[config.mk]
export PLATFORM = sky130hd
export DESIGN_NAME = slat_autotune
export DESIGN_NICKNAME = d
export VERILOG_FILES = /design/src/slat_pkg.sv /design/src/slat_autotune.sv
export SDC_FILE = /design/constraint.sdc
export NUM_CORES = 2
export LEC_CHECK = 0
export ABC_AREA = 1
export BUFFER_PORTS_ARGS = -buffer_cell sky130_fd_sc_hd__buf_2
export CORE_MARGIN = 2
export CORE_UTILIZATION = 30
export CTS_BUF_LIST = sky130_fd_sc_hd__clkbuf_4 sky130_fd_sc_hd__clkbuf_8
export CTS_CLUSTER_SIZE = 14
export DETAILED_ROUTE_END_ITERATION = 12
export PLACE_DENSITY = 0.53
export SLEW_MARGIN = 20
export SYNTH_ARGS = -nofsm -noshare
export SYNTH_HDL_FRONTEND = slang
export SYNTH_SLANG_ARGS = --single-unit
[constraint.sdc]
create_clock -name clock -period 17.9 [get_ports clock]
set_clock_uncertainty 0.1 [all_clocks]
set_input_delay 2.685 -clock clock [delete_from_list [all_inputs] [get_ports clock]]
set_output_delay 2.685 -clock clock [all_outputs]
set_load 0.05 [all_outputs]
[src/slat_pkg.sv]
/*
 * slat_pkg: register map, field positions, state codes and timing
 * constants of the speed-loop inertia auto-tune sequencer.
 * Assumes a 50 MHz system clock and an AHB-Lite register bus.
 */
`default_nettype none
package slat_pkg;
	// clock and time base
	localparam int CLK_PERIOD_NS = 20;
	localparam int TICK_NS = 1_000_000;
	localparam int TICK_CYCLES = TICK_NS / CLK_PERIOD_NS;
	localparam int DWELL_MS = 500;
	localparam int MINUTE_MS = 60_000;
	// register byte offsets
	localparam logic [7:0] ADDR_CTRL = 8'h00;
	localparam logic [7:0] ADDR_CMD = 8'h04;
	localparam logic [7:0] ADDR_TORQUE = 8'h08;
	localparam logic [7:0] ADDR_SPEED = 8'h0C;
	localparam logic [7:0] ADDR_STATUS = 8'h10;
	localparam logic [7:0] ADDR_INERTIA = 8'h14;
	localparam logic [7:0] ADDR_BW = 8'h18;
	localparam logic [7:0] ADDR_KI = 8'h1C;
	localparam logic [7:0] ADDR_KP = 8'h20;
	localparam logic [7:0] ADDR_KF = 8'h24;
	localparam logic [7:0] ADDR_FILT = 8'h28;
	localparam logic [7:0] ADDR_RATE = 8'h2C;
	localparam logic [7:0] ADDR_IRQ_STAT = 8'h30;
	localparam logic [7:0] ADDR_IRQ_MASK = 8'h34;
	// field positions
	localparam int CTRL_TUNE_SEL_BIT = 5;
	localparam int CTRL_BRAKE_BIT = 10;
	localparam int CMD_START_BIT = 0;
	localparam int CMD_STOP_BIT = 1;
	localparam int ST_EXEC = 0;
	localparam int ST_DONE = 1;
	localparam int ST_ERROR = 2;
	localparam int ST_ABORT = 3;
	localparam int ST_FLUX = 4;
	localparam int ST_NOT_READY = 5;
	localparam int ST_NOT_ZERO = 6;
	localparam int ST_RUNNING = 7;
	localparam int ST_TIMEOUT = 12;
	localparam int ST_NO_TLIM = 13;
	localparam int IRQ_DONE = 0;
	localparam int IRQ_ERROR = 1;
	localparam int IRQ_ABORT = 2;
	localparam int STATE_LSB = 16;
	// reset values and calculation constants
	localparam logic [15:0] RST_TORQUE = 16'h0000;
	localparam logic [15:0] RST_SPEED = 16'h0000;
	localparam logic [15:0] RST_BW = 16'h000A;
	localparam logic [15:0] KF_VALUE = 16'h0000;
	localparam logic [15:0] FILT_SEL_VALUE = 16'h0001;
	localparam logic [15:0] ERR_BW_MULT = 16'h0005;
	localparam logic [15:0] RATE_LIM_VALUE = 16'h0FA0;
	localparam logic [15:0] SPEED_FRACTION = 16'h0014;
	localparam int INERTIA_SHIFT = 8;
	localparam int GAIN_SHIFT = 8;
	typedef enum logic [2:0] {
		ST_WAIT = 3'b000,
		ST_START = 3'b001,
		ST_DWELL = 3'b010,
		ST_MEASURE = 3'b011,
		ST_STOP = 3'b100
	} slat_state_t;
endpackage : slat_pkg
`default_nettype wire

[src/slat_autotune.sv]
/*
 * slat_autotune: speed-loop inertia auto-tune sequencer with an AHB-Lite
 * register slave, read-clear interrupt status and drive-side outputs.
 * Assumes drive condition and speed feedback inputs are asynchronous
 * and a single 50 MHz clock; speed feedback is an unsigned magnitude.
 */
// The register offsets and the AHB-Lite interface to the registers were left to the implementer.
`timescale 1ns/1ps
`default_nettype none
module slat_autotune #(
	parameter int TICK_CYCLES = slat_pkg::TICK_CYCLES,
	parameter int DWELL_MS = slat_pkg::DWELL_MS,
	parameter int MINUTE_MS = slat_pkg::MINUTE_MS
) (
	// clock and reset
	input wire logic clock,
	input wire logic reset,
	// ahb-lite slave
	input wire logic hsel,
	input wire logic [31:0] haddr,
	input wire logic [1:0] htrans,
	input wire logic hwrite,
	input wire logic [2:0] hsize,
	input wire logic [31:0] hwdata,
	input wire logic hready,
	output logic [31:0] hrdata,
	output logic hreadyout,
	output logic hresp,
	// drive and motor side
	input wire logic [15:0] speed_fb,
	input wire logic flux_active,
	input wire logic drive_ready,
	input wire logic at_zero_speed,
	input wire logic motor_running,
	input wire logic torque_limit,
	output logic signed [15:0] torque_cmd,
	output logic [15:0] speed_ref,
	output logic tune_active,
	// interrupt
	output logic irq
);
	// two-stage synchronisers
	logic [15:0] spd_s1_r, spd_r;
	logic [4:0] cond_s1_r, cond_r;
	always_ff @(posedge clock or posedge reset) begin
		if (reset) begin
			spd_s1_r <= 16'h0000;
			spd_r <= 16'h0000;
			cond_s1_r <= 5'h00;
			cond_r <= 5'h00;
		end else begin
			spd_s1_r <= speed_fb;
			spd_r <= spd_s1_r;
			cond_s1_r <= {torque_limit, motor_running, at_zero_speed, drive_ready, flux_active};
			cond_r <= cond_s1_r;
		end
	end
	wire logic flux_q = cond_r[0];
	wire logic ready_q = cond_r[1];
	wire logic zero_q = cond_r[2];
	wire logic run_q = cond_r[3];
	wire logic tlim_q = cond_r[4];
	// bus address phase capture; zero wait states
	logic wr_pend_r;
	logic [7:0] wr_addr_r;
	wire logic addr_ok = hsel & htrans[1] & hready;
	wire logic rd_take = addr_ok & ~hwrite;
	wire logic wr_now = wr_pend_r;
	wire logic cmd_wr = wr_now & (wr_addr_r == slat_pkg::ADDR_CMD);
	wire logic start_cmd = cmd_wr & hwdata[slat_pkg::CMD_START_BIT];
	wire logic stop_cmd = cmd_wr & hwdata[slat_pkg::CMD_STOP_BIT];
	always_ff @(posedge clock or posedge reset) begin
		if (reset) begin
			wr_pend_r <= 1'b0;
			wr_addr_r <= 8'h00;
			hreadyout <= 1'b0;
			hresp <= 1'b0;
		end else begin
			wr_pend_r <= addr_ok & hwrite;
			wr_addr_r <= haddr[7:0];
			hreadyout <= 1'b1;
			hresp <= 1'b0;
		end
	end
	// software settings
	logic [31:0] ctrl_r;
	logic [15:0] torque_set_r, speed_set_r, bw_r;
	logic [2:0] irq_mask_r;
	slat_pkg::slat_state_t state_r;
	wire logic leave_wait = (state_r == slat_pkg::ST_WAIT) & ctrl_r[slat_pkg::CTRL_TUNE_SEL_BIT];
	always_ff @(posedge clock or posedge reset) begin
		if (reset) begin
			ctrl_r <= 32'h0000_0000;
			torque_set_r <= slat_pkg::RST_TORQUE;
			speed_set_r <= slat_pkg::RST_SPEED;
			bw_r <= slat_pkg::RST_BW;
			irq_mask_r <= 3'h0;
		end else begin
			if (wr_now && wr_addr_r == slat_pkg::ADDR_CTRL)
				ctrl_r <= hwdata;
			// select bit self-clears once taken so a finished test does not rerun
			if (leave_wait)
				ctrl_r[slat_pkg::CTRL_TUNE_SEL_BIT] <= 1'b0;
			if (wr_now && wr_addr_r == slat_pkg::ADDR_TORQUE)
				torque_set_r <= hwdata[15:0];
			if (wr_now && wr_addr_r == slat_pkg::ADDR_SPEED)
				speed_set_r <= hwdata[15:0];
			if (wr_now && wr_addr_r == slat_pkg::ADDR_BW)
				bw_r <= hwdata[15:0];
			if (wr_now && wr_addr_r == slat_pkg::ADDR_IRQ_MASK)
				irq_mask_r <= hwdata[2:0];
		end
	end
	wire logic brake_en = ctrl_r[slat_pkg::CTRL_BRAKE_BIT];
	// millisecond tick
	logic [31:0] tick_cnt_r;
	wire logic tick = (tick_cnt_r == 32'(TICK_CYCLES - 1));
	always_ff @(posedge clock or posedge reset) begin
		if (reset)
			tick_cnt_r <= 32'h0000_0000;
		else
			tick_cnt_r <= tick ? 32'h0000_0000 : tick_cnt_r + 32'h0000_0001;
	end
	// sequencer
	logic falling_r, tlim_seen_r;
	logic [15:0] ms_cnt_r, rise_ms_r, fall_ms_r, speed_mark_r;
	logic [15:0] status_r;
	logic calc_r;
	wire logic active = (state_r == slat_pkg::ST_DWELL) | (state_r == slat_pkg::ST_MEASURE);
	wire logic abort_ev = stop_cmd & (active | state_r == slat_pkg::ST_START);
	wire logic [3:0] cause = {run_q, ~zero_q, ~ready_q, flux_q};
	wire logic start_err = (state_r == slat_pkg::ST_START) & start_cmd & ~stop_cmd & (|cause);
	wire logic dwell_done = tick & (ms_cnt_r == 16'(DWELL_MS - 1));
	wire logic at_speed = ~falling_r & (spd_r >= speed_set_r);
	wire logic at_stand = falling_r & (spd_r == 16'h0000);
	wire logic minute_end = tick & (ms_cnt_r == 16'(MINUTE_MS - 1));
	wire logic [15:0] min_gain = speed_set_r / slat_pkg::SPEED_FRACTION;
	wire logic timeout_ev = (state_r == slat_pkg::ST_MEASURE) & ~falling_r & minute_end & ~at_speed
		& ((spd_r - speed_mark_r) < min_gain);
	wire logic measure_end = (state_r == slat_pkg::ST_MEASURE) & at_stand & ~stop_cmd;
	wire logic no_tlim_ev = measure_end & ~tlim_seen_r;
	wire logic done_ev = measure_end & tlim_seen_r;
	wire logic err_ev = start_err | timeout_ev | no_tlim_ev;
	always_ff @(posedge clock or posedge reset) begin
		if (reset) begin
			state_r <= slat_pkg::ST_WAIT;
		end else begin
			case (state_r)
				slat_pkg::ST_WAIT: if (leave_wait) state_r <= slat_pkg::ST_START;
				slat_pkg::ST_START: begin
					if (stop_cmd)
						state_r <= slat_pkg::ST_WAIT;
					else if (start_err)
						state_r <= slat_pkg::ST_STOP;
					else if (start_cmd)
						state_r <= slat_pkg::ST_DWELL;
				end
				slat_pkg::ST_DWELL: begin
					if (stop_cmd)
						state_r <= slat_pkg::ST_STOP;
					else if (dwell_done)
						state_r <= slat_pkg::ST_MEASURE;
				end
				slat_pkg::ST_MEASURE: begin
					if (stop_cmd || timeout_ev || measure_end)
						state_r <= slat_pkg::ST_STOP;
				end
				slat_pkg::ST_STOP: state_r <= slat_pkg::ST_WAIT;
				default: state_r <= slat_pkg::ST_WAIT;
			endcase
		end
	end
	// timers and slope capture
	always_ff @(posedge clock or posedge reset) begin
		if (reset) begin
			ms_cnt_r <= 16'h0000;
			rise_ms_r <= 16'h0000;
			fall_ms_r <= 16'h0000;
			falling_r <= 1'b0;
			speed_mark_r <= 16'h0000;
			tlim_seen_r <= 1'b0;
		end else if (state_r == slat_pkg::ST_DWELL) begin
			if (dwell_done)
				ms_cnt_r <= 16'h0000;
			else if (tick)
				ms_cnt_r <= ms_cnt_r + 16'h0001;
			rise_ms_r <= 16'h0000;
			fall_ms_r <= 16'h0000;
			falling_r <= 1'b0;
			speed_mark_r <= spd_r;
			tlim_seen_r <= 1'b0;
		end else if (state_r == slat_pkg::ST_MEASURE) begin
			if (tlim_q)
				tlim_seen_r <= 1'b1;
			// rise and fall times give the slopes
			if (at_speed)
				falling_r <= 1'b1;
			if (tick && !falling_r && !at_speed)
				rise_ms_r <= rise_ms_r + 16'h0001;
			if (tick && falling_r && fall_ms_r != 16'hFFFF)
				fall_ms_r <= fall_ms_r + 16'h0001;
			if (minute_end) begin
				ms_cnt_r <= 16'h0000;
				speed_mark_r <= spd_r;
			end else if (tick) begin
				ms_cnt_r <= ms_cnt_r + 16'h0001;
			end
		end else begin
			ms_cnt_r <= 16'h0000;
		end
	end
	always_ff @(posedge clock or posedge reset) begin
		if (reset) begin
			torque_cmd <= 16'sh0000;
			speed_ref <= 16'h0000;
			tune_active <= 1'b0;
		end else if (state_r == slat_pkg::ST_MEASURE && !stop_cmd && !timeout_ev && !at_stand) begin
			tune_active <= 1'b1;
			if (!falling_r && !at_speed) begin
				torque_cmd <= $signed(torque_set_r);
				speed_ref <= speed_set_r;
			end else if (brake_en) begin
				torque_cmd <= -$signed(torque_set_r);
				if (tick)
					speed_ref <= (spd_r < speed_ref) ? spd_r : speed_ref;
			end else begin
				torque_cmd <= 16'sh0000;
				speed_ref <= 16'h0000;
			end
		end else begin
			torque_cmd <= 16'sh0000;
			speed_ref <= 16'h0000;
			tune_active <= (state_r == slat_pkg::ST_DWELL) & ~stop_cmd & ~dwell_done;
		end
	end
	// inertia result latched at measure end, gain results computed in stop state
	logic [15:0] inertia_r, ki_r, kp_r, err_bw_r, filt_sel_r, rate_r;
	wire logic [15:0] slope_ms = brake_en ? 16'((17'(rise_ms_r) + 17'(fall_ms_r)) >> 1) : rise_ms_r;
	wire logic [31:0] inertia_prod = torque_set_r * slope_ms;
	wire logic [31:0] kp_prod = bw_r * inertia_r;
	wire logic [31:0] ki_prod = bw_r * kp_prod[slat_pkg::GAIN_SHIFT +: 16];
	wire logic [31:0] ebw_prod = bw_r * slat_pkg::ERR_BW_MULT;
	always_ff @(posedge clock or posedge reset) begin
		if (reset) begin
			calc_r <= 1'b0;
			inertia_r <= 16'h0000;
			kp_r <= 16'h0000;
			ki_r <= 16'h0000;
			err_bw_r <= 16'h0000;
			filt_sel_r <= 16'h0000;
			rate_r <= 16'h0000;
		end else begin
			calc_r <= done_ev;
			if (done_ev)
				inertia_r <= inertia_prod[slat_pkg::INERTIA_SHIFT +: 16];
			if (calc_r) begin
				kp_r <= kp_prod[slat_pkg::GAIN_SHIFT +: 16];
				ki_r <= ki_prod[slat_pkg::GAIN_SHIFT +: 16];
				err_bw_r <= ebw_prod[15:0];
				filt_sel_r <= slat_pkg::FILT_SEL_VALUE;
				rate_r <= slat_pkg::RATE_LIM_VALUE;
			end
		end
	end
	// tuning status word
	always_ff @(posedge clock or posedge reset) begin
		if (reset) begin
			status_r <= 16'h0000;
		end else if (leave_wait) begin
			status_r <= 16'h0000;
		end else begin
			status_r[slat_pkg::ST_EXEC] <= (state_r == slat_pkg::ST_DWELL && !stop_cmd)
				|| (state_r == slat_pkg::ST_START && start_cmd && !stop_cmd && !start_err)
				|| (state_r == slat_pkg::ST_MEASURE && !stop_cmd && !timeout_ev && !measure_end);
			if (calc_r)
				status_r[slat_pkg::ST_DONE] <= 1'b1;
			if (abort_ev)
				status_r[slat_pkg::ST_ABORT] <= 1'b1;
			if (err_ev)
				status_r[slat_pkg::ST_ERROR] <= 1'b1;
			if (start_err) begin
				status_r[slat_pkg::ST_FLUX] <= cause[0];
				status_r[slat_pkg::ST_NOT_READY] <= cause[1];
				status_r[slat_pkg::ST_NOT_ZERO] <= cause[2];
				status_r[slat_pkg::ST_RUNNING] <= cause[3];
			end
			if (timeout_ev)
				status_r[slat_pkg::ST_TIMEOUT] <= 1'b1;
			if (no_tlim_ev)
				status_r[slat_pkg::ST_NO_TLIM] <= 1'b1;
		end
	end
	// interrupt status: read clears, new event wins
	logic [2:0] irq_stat_r;
	wire logic [2:0] irq_ev = {abort_ev, err_ev, calc_r};
	wire logic irq_rd = rd_take & (haddr[7:0] == slat_pkg::ADDR_IRQ_STAT);
	always_ff @(posedge clock or posedge reset) begin
		if (reset) begin
			irq_stat_r <= 3'h0;
			irq <= 1'b0;
		end else begin
			irq_stat_r <= (irq_rd ? 3'h0 : irq_stat_r) | irq_ev;
			irq <= |(irq_stat_r & irq_mask_r);
		end
	end
	// read data registered at address phase
	always_ff @(posedge clock or posedge reset) begin
		if (reset) begin
			hrdata <= 32'h0000_0000;
		end else if (rd_take) begin
			case (haddr[7:0])
				slat_pkg::ADDR_CTRL: hrdata <= ctrl_r;
				slat_pkg::ADDR_TORQUE: hrdata <= {16'h0000, torque_set_r};
				slat_pkg::ADDR_SPEED: hrdata <= {16'h0000, speed_set_r};
				slat_pkg::ADDR_STATUS: hrdata <= {13'h0000, state_r, status_r};
				slat_pkg::ADDR_INERTIA: hrdata <= {16'h0000, inertia_r};
				slat_pkg::ADDR_BW: hrdata <= {16'h0000, bw_r};
				slat_pkg::ADDR_KI: hrdata <= {16'h0000, ki_r};
				slat_pkg::ADDR_KP: hrdata <= {16'h0000, kp_r};
				slat_pkg::ADDR_KF: hrdata <= {16'h0000, slat_pkg::KF_VALUE};
				slat_pkg::ADDR_FILT: hrdata <= {err_bw_r, filt_sel_r};
				slat_pkg::ADDR_RATE: hrdata <= {16'h0000, rate_r};
				slat_pkg::ADDR_IRQ_STAT: hrdata <= {29'h0000_0000, irq_stat_r};
				slat_pkg::ADDR_IRQ_MASK: hrdata <= {29'h0000_0000, irq_mask_r};
				default: hrdata <= 32'h0000_0000;
			endcase
		end
	end
	a_state_range: assert property (@(posedge clock) disable iff (reset) state_r <= slat_pkg::ST_STOP)
		else $error("state code out of range");
	a_wait_idle: assert property (@(posedge clock) disable iff (reset)
		(state_r == slat_pkg::ST_WAIT && !ctrl_r[slat_pkg::CTRL_TUNE_SEL_BIT])
		|=> state_r == slat_pkg::ST_WAIT) else $error("left wait without select");
	a_start_hold: assert property (@(posedge clock) disable iff (reset)
		(state_r == slat_pkg::ST_START && !start_cmd && !stop_cmd)
		|=> state_r == slat_pkg::ST_START) else $error("left start without command");
	a_dwell_hold: assert property (@(posedge clock) disable iff (reset)
		(state_r == slat_pkg::ST_DWELL && !dwell_done && !stop_cmd)
		|=> state_r == slat_pkg::ST_DWELL) else $error("dwell ended early");
	a_rise_torque: assert property (@(posedge clock) disable iff (reset)
		(state_r == slat_pkg::ST_MEASURE && !falling_r && !at_speed && !stop_cmd && !timeout_ev)
		|=> torque_cmd == $signed($past(torque_set_r))) else $error("tuning torque not applied");
	a_brake_torque: assert property (@(posedge clock) disable iff (reset)
		(state_r == slat_pkg::ST_MEASURE && falling_r && brake_en && !at_stand && !stop_cmd)
		|=> torque_cmd == -$signed($past(torque_set_r))) else $error("brake torque missing");
	a_coast_torque: assert property (@(posedge clock) disable iff (reset)
		(state_r == slat_pkg::ST_MEASURE && falling_r && !brake_en)
		|=> torque_cmd == 16'sh0000) else $error("coast torque not zero");
	a_abort_flag: assert property (@(posedge clock) disable iff (reset)
		abort_ev |=> status_r[slat_pkg::ST_ABORT] ##1 state_r == slat_pkg::ST_WAIT)
		else $error("abort not flagged");
	a_cause_error: assert property (@(posedge clock) disable iff (reset)
		start_err |=> status_r[slat_pkg::ST_ERROR] && status_r[7:4] == $past(cause))
		else $error("error cause wrong");
	a_timeout_flag: assert property (@(posedge clock) disable iff (reset)
		timeout_ev |=> status_r[slat_pkg::ST_TIMEOUT] && status_r[slat_pkg::ST_ERROR])
		else $error("timeout not flagged");
	a_no_tlim: assert property (@(posedge clock) disable iff (reset)
		no_tlim_ev |=> status_r[slat_pkg::ST_NO_TLIM] && !status_r[slat_pkg::ST_DONE])
		else $error("torque limit cause missing");
	a_done_gains: assert property (@(posedge clock) disable iff (reset)
		done_ev |=> calc_r ##1 (status_r[slat_pkg::ST_DONE] && rate_r == slat_pkg::RATE_LIM_VALUE))
		else $error("gains not written");
	a_irq_level: assert property (@(posedge clock) disable iff (reset)
		##1 irq == |($past(irq_stat_r) & $past(irq_mask_r))) else $error("interrupt level wrong");
endmodule : slat_autotune
`default_nettype wire

==> impl_metrics.prom <==
# TYPE chip_impl_metric gauge
chip_impl_metric{name="grt_pass1_vias",unit=""} 32855
chip_impl_metric{name="max-slew-margin-rel",unit=""} 0.1531
chip_impl_metric{name="critPathRequiredTime",unit="ps"} 18370
chip_impl_info{name="startpoint",value="bw_r[7]"} 1
chip_impl_metric{name="grt_start_max_net_pins",unit=""} 157
chip_impl_metric{name="dp.final_hpwl",unit="um"} 92350
chip_impl_metric{name="routed_vias",unit=""} 32287
chip_impl_metric{name="netlist-cell-type-count",unit=""} 62
chip_impl_metric{name="synth_top_area_share",unit=""} 0.2528
chip_impl_metric{name="clkSinkCount",unit=""} 381
chip_impl_info{name="grt_setup_unrepaired",value="false"} 1
chip_impl_metric{name="static-leakage-power",unit="nW"} 24.07
chip_impl_info{name="cts_root_buf",value="clkbuf_8"} 1
chip_impl_metric{name="post-cts-setup-buffers",unit=""} 0
chip_impl_metric{name="clkTransAtPathRegs",unit="ps"} 60
chip_impl_metric{name="post-route-period-util",unit=""} 0.7289
chip_impl_metric{name="worst_skew_pair.late_latency",unit="ps"} 690
chip_impl_info{name="post-synth-top-area-cell",value="fa_1"} 1
chip_impl_metric{name="placed_area",unit="um^2"} 42500
chip_impl_info{name="timing.critical_path.slowest_stage_cell",value="dfrtp_1"} 1
chip_impl_metric{name="netSwitchingPower",unit="uW"} 963.9
chip_impl_metric{name="placer_congestion",unit=""} 0.8609
chip_impl_info{name="cp_common_cell",value="nand2_1"} 1
chip_impl_metric{name="synthesis.area",unit="um^2"} 39910
chip_impl_info{name="crit_path_end_kind",value="flop"} 1
chip_impl_metric{name="worst_slew_pin_tran",unit="ps"} 1238
chip_impl_metric{name="floorplan.die_area",unit="um^2"} 136000
chip_impl_metric{name="syn_nets",unit=""} 5845
chip_impl_metric{name="grt_first_pass_wirelength",unit="um"} 190200
chip_impl_metric{name="place.port_buffers",unit=""} 133
chip_impl_metric{name="synth-edff-count",unit=""} 0
chip_impl_metric{name="antenna_violations_before_repair",unit=""} 7
chip_impl_metric{name="finalSetupViolCount",unit=""} 0
chip_impl_info{name="tritoncts",value="built"} 1
chip_impl_metric{name="fin_setup_tns",unit="ps"} 0
chip_impl_metric{name="power_density",unit="nW/um^2"} 60.23
chip_impl_metric{name="hold_ws",unit="ps"} 245.6
chip_impl_metric{name="drt_drc_violations_left",unit=""} 0
chip_impl_metric{name="synth_seq_area_share",unit=""} 0.2389
chip_impl_metric{name="drt_total_wl",unit="um"} 120700
chip_impl_info{name="worstReg2RegStart",value="bw_r[7]"} 1
chip_impl_metric{name="timing_hold_violations_final",unit=""} 0
chip_impl_metric{name="area_growth",unit="%"} 10.13
chip_impl_info{name="run_status",value="finished, final reports clean"} 1
chip_impl_info{name="synthTopCellsByCount",value="1121 x nand2_1, 1098 x inv_1, 504 x fa_1"} 1
chip_impl_metric{name="initial_utilization",unit=""} 0.3028
chip_impl_metric{name="ys.warnings.count",unit=""} 0
chip_impl_metric{name="drive_above_1_share",unit=""} 0.07973
chip_impl_metric{name="cts_max_level",unit=""} 3
chip_impl_metric{name="met2_wirelength",unit="um"} 54220
chip_impl_metric{name="cp_max_fo",unit=""} 21
chip_impl_info{name="hp-class",value="reg2reg"} 1
chip_impl_metric{name="design_area",unit="um^2"} 43950
chip_impl_metric{name="cts_hold_buf",unit=""} 0
chip_impl_info{name="synth_most_common_cell",value="nand2_1"} 1
chip_impl_metric{name="met1Wirelength",unit="um"} 54060
chip_impl_metric{name="final_global_route_overflow_total",unit=""} 0
chip_impl_info{name="min_from",value="spd_s1_r[12]"} 1
chip_impl_metric{name="max_clock_freq",unit="GHz"} 0.07665
chip_impl_metric{name="wl_met3",unit="um"} 8510
chip_impl_metric{name="crit_path_max_incr_delay",unit="ps"} 850
chip_impl_metric{name="die_h",unit="um"} 368.8
chip_impl_metric{name="standard_cell_rows",unit=""} 133
chip_impl_metric{name="irDropWorstVdd",unit="mV"} 0.04769
chip_impl_metric{name="synth-seq-cells",unit=""} 381
chip_impl_metric{name="slew_violations",unit=""} 0
chip_impl_metric{name="postSynthAreaPerCell",unit="um^2"} 8.070
chip_impl_metric{name="die-width",unit="um"} 368.8
chip_impl_metric{name="cap_viol_max_count",unit=""} 0
chip_impl_metric{name="power.sequential.fraction",unit=""} 0.336
chip_impl_metric{name="core",unit="um^2"} 131800
chip_impl_metric{name="power.internal",unit="mW"} 1.683
chip_impl_metric{name="clkPwrFrac",unit=""} 0.338
chip_impl_metric{name="ioPinCount",unit=""} 163
chip_impl_metric{name="timing.critical_path.arrival",unit="ps"} 13520
chip_impl_info{name="highest-signal-layer",value="met5"} 1
chip_impl_metric{name="p_comb_frac",unit=""} 0.325
chip_impl_info{name="timing_worst_setup_path_type",value="reg2reg"} 1
chip_impl_metric{name="clock_tree.buffer_depth",unit=""} 3
chip_impl_metric{name="numCtsBuffers",unit=""} 70
chip_impl_metric{name="synthArstFlopShare",unit=""} 1.000
chip_impl_metric{name="drt-initial-drc-count",unit=""} 2174
chip_impl_metric{name="route.detailed.vias_per_inst",unit=""} 4.732
chip_impl_metric{name="worst-path-buf-inv",unit=""} 11
chip_impl_info{name="yosys_most_used_dff",value="dfrtp_1"} 1
chip_impl_metric{name="grt_use_total",unit=""} 0.1807
chip_impl_info{name="worst_path_dominant_cell_family",value="adder cells"} 1
chip_impl_metric{name="postCtsResizedCells",unit=""} 0
chip_impl_metric{name="wl_per_cell",unit="um"} 17.69
chip_impl_metric{name="period_needed",unit="ps"} 13050
chip_impl_metric{name="layout.nets",unit=""} 5920
chip_impl_info{name="synth_area_leaders",value="fa_1 25%, dfrtp_1 24%, nand2_1 11%"} 1
chip_impl_metric{name="antenna_violating_nets_post_route",unit=""} 0
chip_impl_metric{name="power_switching_share",unit=""} 0.3641
chip_impl_info{name="cp-start-kind",value="flop"} 1
chip_impl_metric{name="drtPass1Iterations",unit=""} 6
chip_impl_metric{name="syn_inst",unit=""} 4946
==> worst register-to-register path, delay by kind of cell, from the launching register on <==
kind                       cells  cell delay (ps)
AOI/OAI and AO/OA              8             1430
adders and majority gates     14             6370
and+or+nand+nor               28             2810
DFF                            1              850
buffers and inverters         11             1370
==> through the flow <==
| step | total power [mW] | setup WS, ps | utilization | cells |
|---|---|---|---|---|
| floorplan | 1.550 | 4533 | - | 4946 |
| global placement | 1.752 | 4905 | 0.3224 | 6704 |
| detailed placement | 1.764 | 4843 | 0.3224 | 6704 |
| CTS | 2.678 | 4846 | 0.3334 | 6822 |
| global route | 2.846 | 3768 | 0.3335 | 6823 |
| finish | 2.647 | 4853 | 0.3335 | 6823 |
==> final cells by class <==
| type | instances | area (um^2) |
|---|---|---|
| antenna | 1 | 2.502 |
| clock buffer | 95 | 1239 |
| clock inverter | 23 | 210.2 |
| fill | 13982 | 87840 |
| inverter | 1125 | 4233 |
| multi-input combinational | 3258 | 25470 |
| sequential | 381 | 9537 |
| tap | 1755 | 2196 |
| timing repair buffer | 185 | 1069 |
==> path summary, 6_finish.rpt <==
| kind | end | cells after the start | slack [ps] |
|---|---|---|---|
| min | spd_r[12] | 0 | 250 |
| max in group asynchronous | hrdata[9] | 4 | 13450 |
| min in group asynchronous | hreadyout | 2 | 1990 |
| max | ki_r[14] | 61 | 4850 |
| min reg2reg | spd_r[12] | 0 | 250 |
| max reg2reg | ki_r[14] | 61 | 4850 |
==> logic make-up after synthesis <==
group	share of synthesized area
simple gates	0.1862
buf+inv	0.1236
fa+ha+maj	0.3468
compound gates	0.07862
flops	0.2389
xor+xnor	0.02567
other cells	0.0001882
==> state kept, by name, indices dropped and copies added (netlist names), 8 cells and up <==
| name | count |
|---|---|
| ms_cnt_r | 16 |
| hrdata | 32 |
| inertia_r | 16 |
| ki_r | 16 |
| kp_r | 16 |
| ctrl_r | 32 |
| err_bw_r | 16 |
| torque_set_r | 16 |
| speed_ref | 16 |
| fall_ms_r | 16 |
| wr_addr_r | 8 |
| spd_s1_r | 16 |
| bw_r | 16 |
| status_r | 10 |
| torque_cmd | 16 |
| rise_ms_r | 16 |
| tick_cnt_r | 32 |
| speed_set_r | 16 |
| speed_mark_r | 16 |
| spd_r | 16 |
==> power by group through the flow <==
stage,logic (mW),registers [mW],clock network [mW]
3_3_place_gp,0.847,0.905,0
4_1_cts,0.866,0.890,0.922
5_1_grt,0.993,0.891,0.962
2_1_floorplan,0.648,0.902,0
3_5_place_dp,0.859,0.905,0
6_report,0.861,0.890,0.895
==> layout by cell type (no fill, tap or decap), types with 23 or more instances in the layout <==
| cell type | synthesis | routed |
|---|---|---|
| nand2_1 | 1121 | 1121 |
| inv_1 | 1098 | 1096 |
| fa_1 | 504 | 504 |
| dfrtp_1 | 379 | 379 |
| nor2_1 | 320 | 319 |
| ha_1 | 300 | 300 |
| o21ai_0 | 267 | 266 |
| buf_2 | 1 | 133 |
| nand3_1 | 127 | 127 |
| a21oi_1 | 120 | 120 |
| clkbuf_8 | 0 | 84 |
| xor2_1 | 77 | 77 |
| nor3_1 | 75 | 75 |
| buf_4 | 4 | 51 |
| o22ai_1 | 41 | 41 |
| xnor2_1 | 40 | 40 |
| nand4_1 | 38 | 38 |
| nor4_1 | 28 | 27 |
| or2_2 | 26 | 26 |
| nand2_2 | 24 | 24 |
| a221oi_1 | 23 | 23 |
==> layer usage <==
metal,vias up,track usage
met1,16016,0.2466
met2,905,0.2864
met3,195,0.03708
met4,10,0.05644
li1,15161,-
met5,-,0
Power figures use the tool's default switching activity.
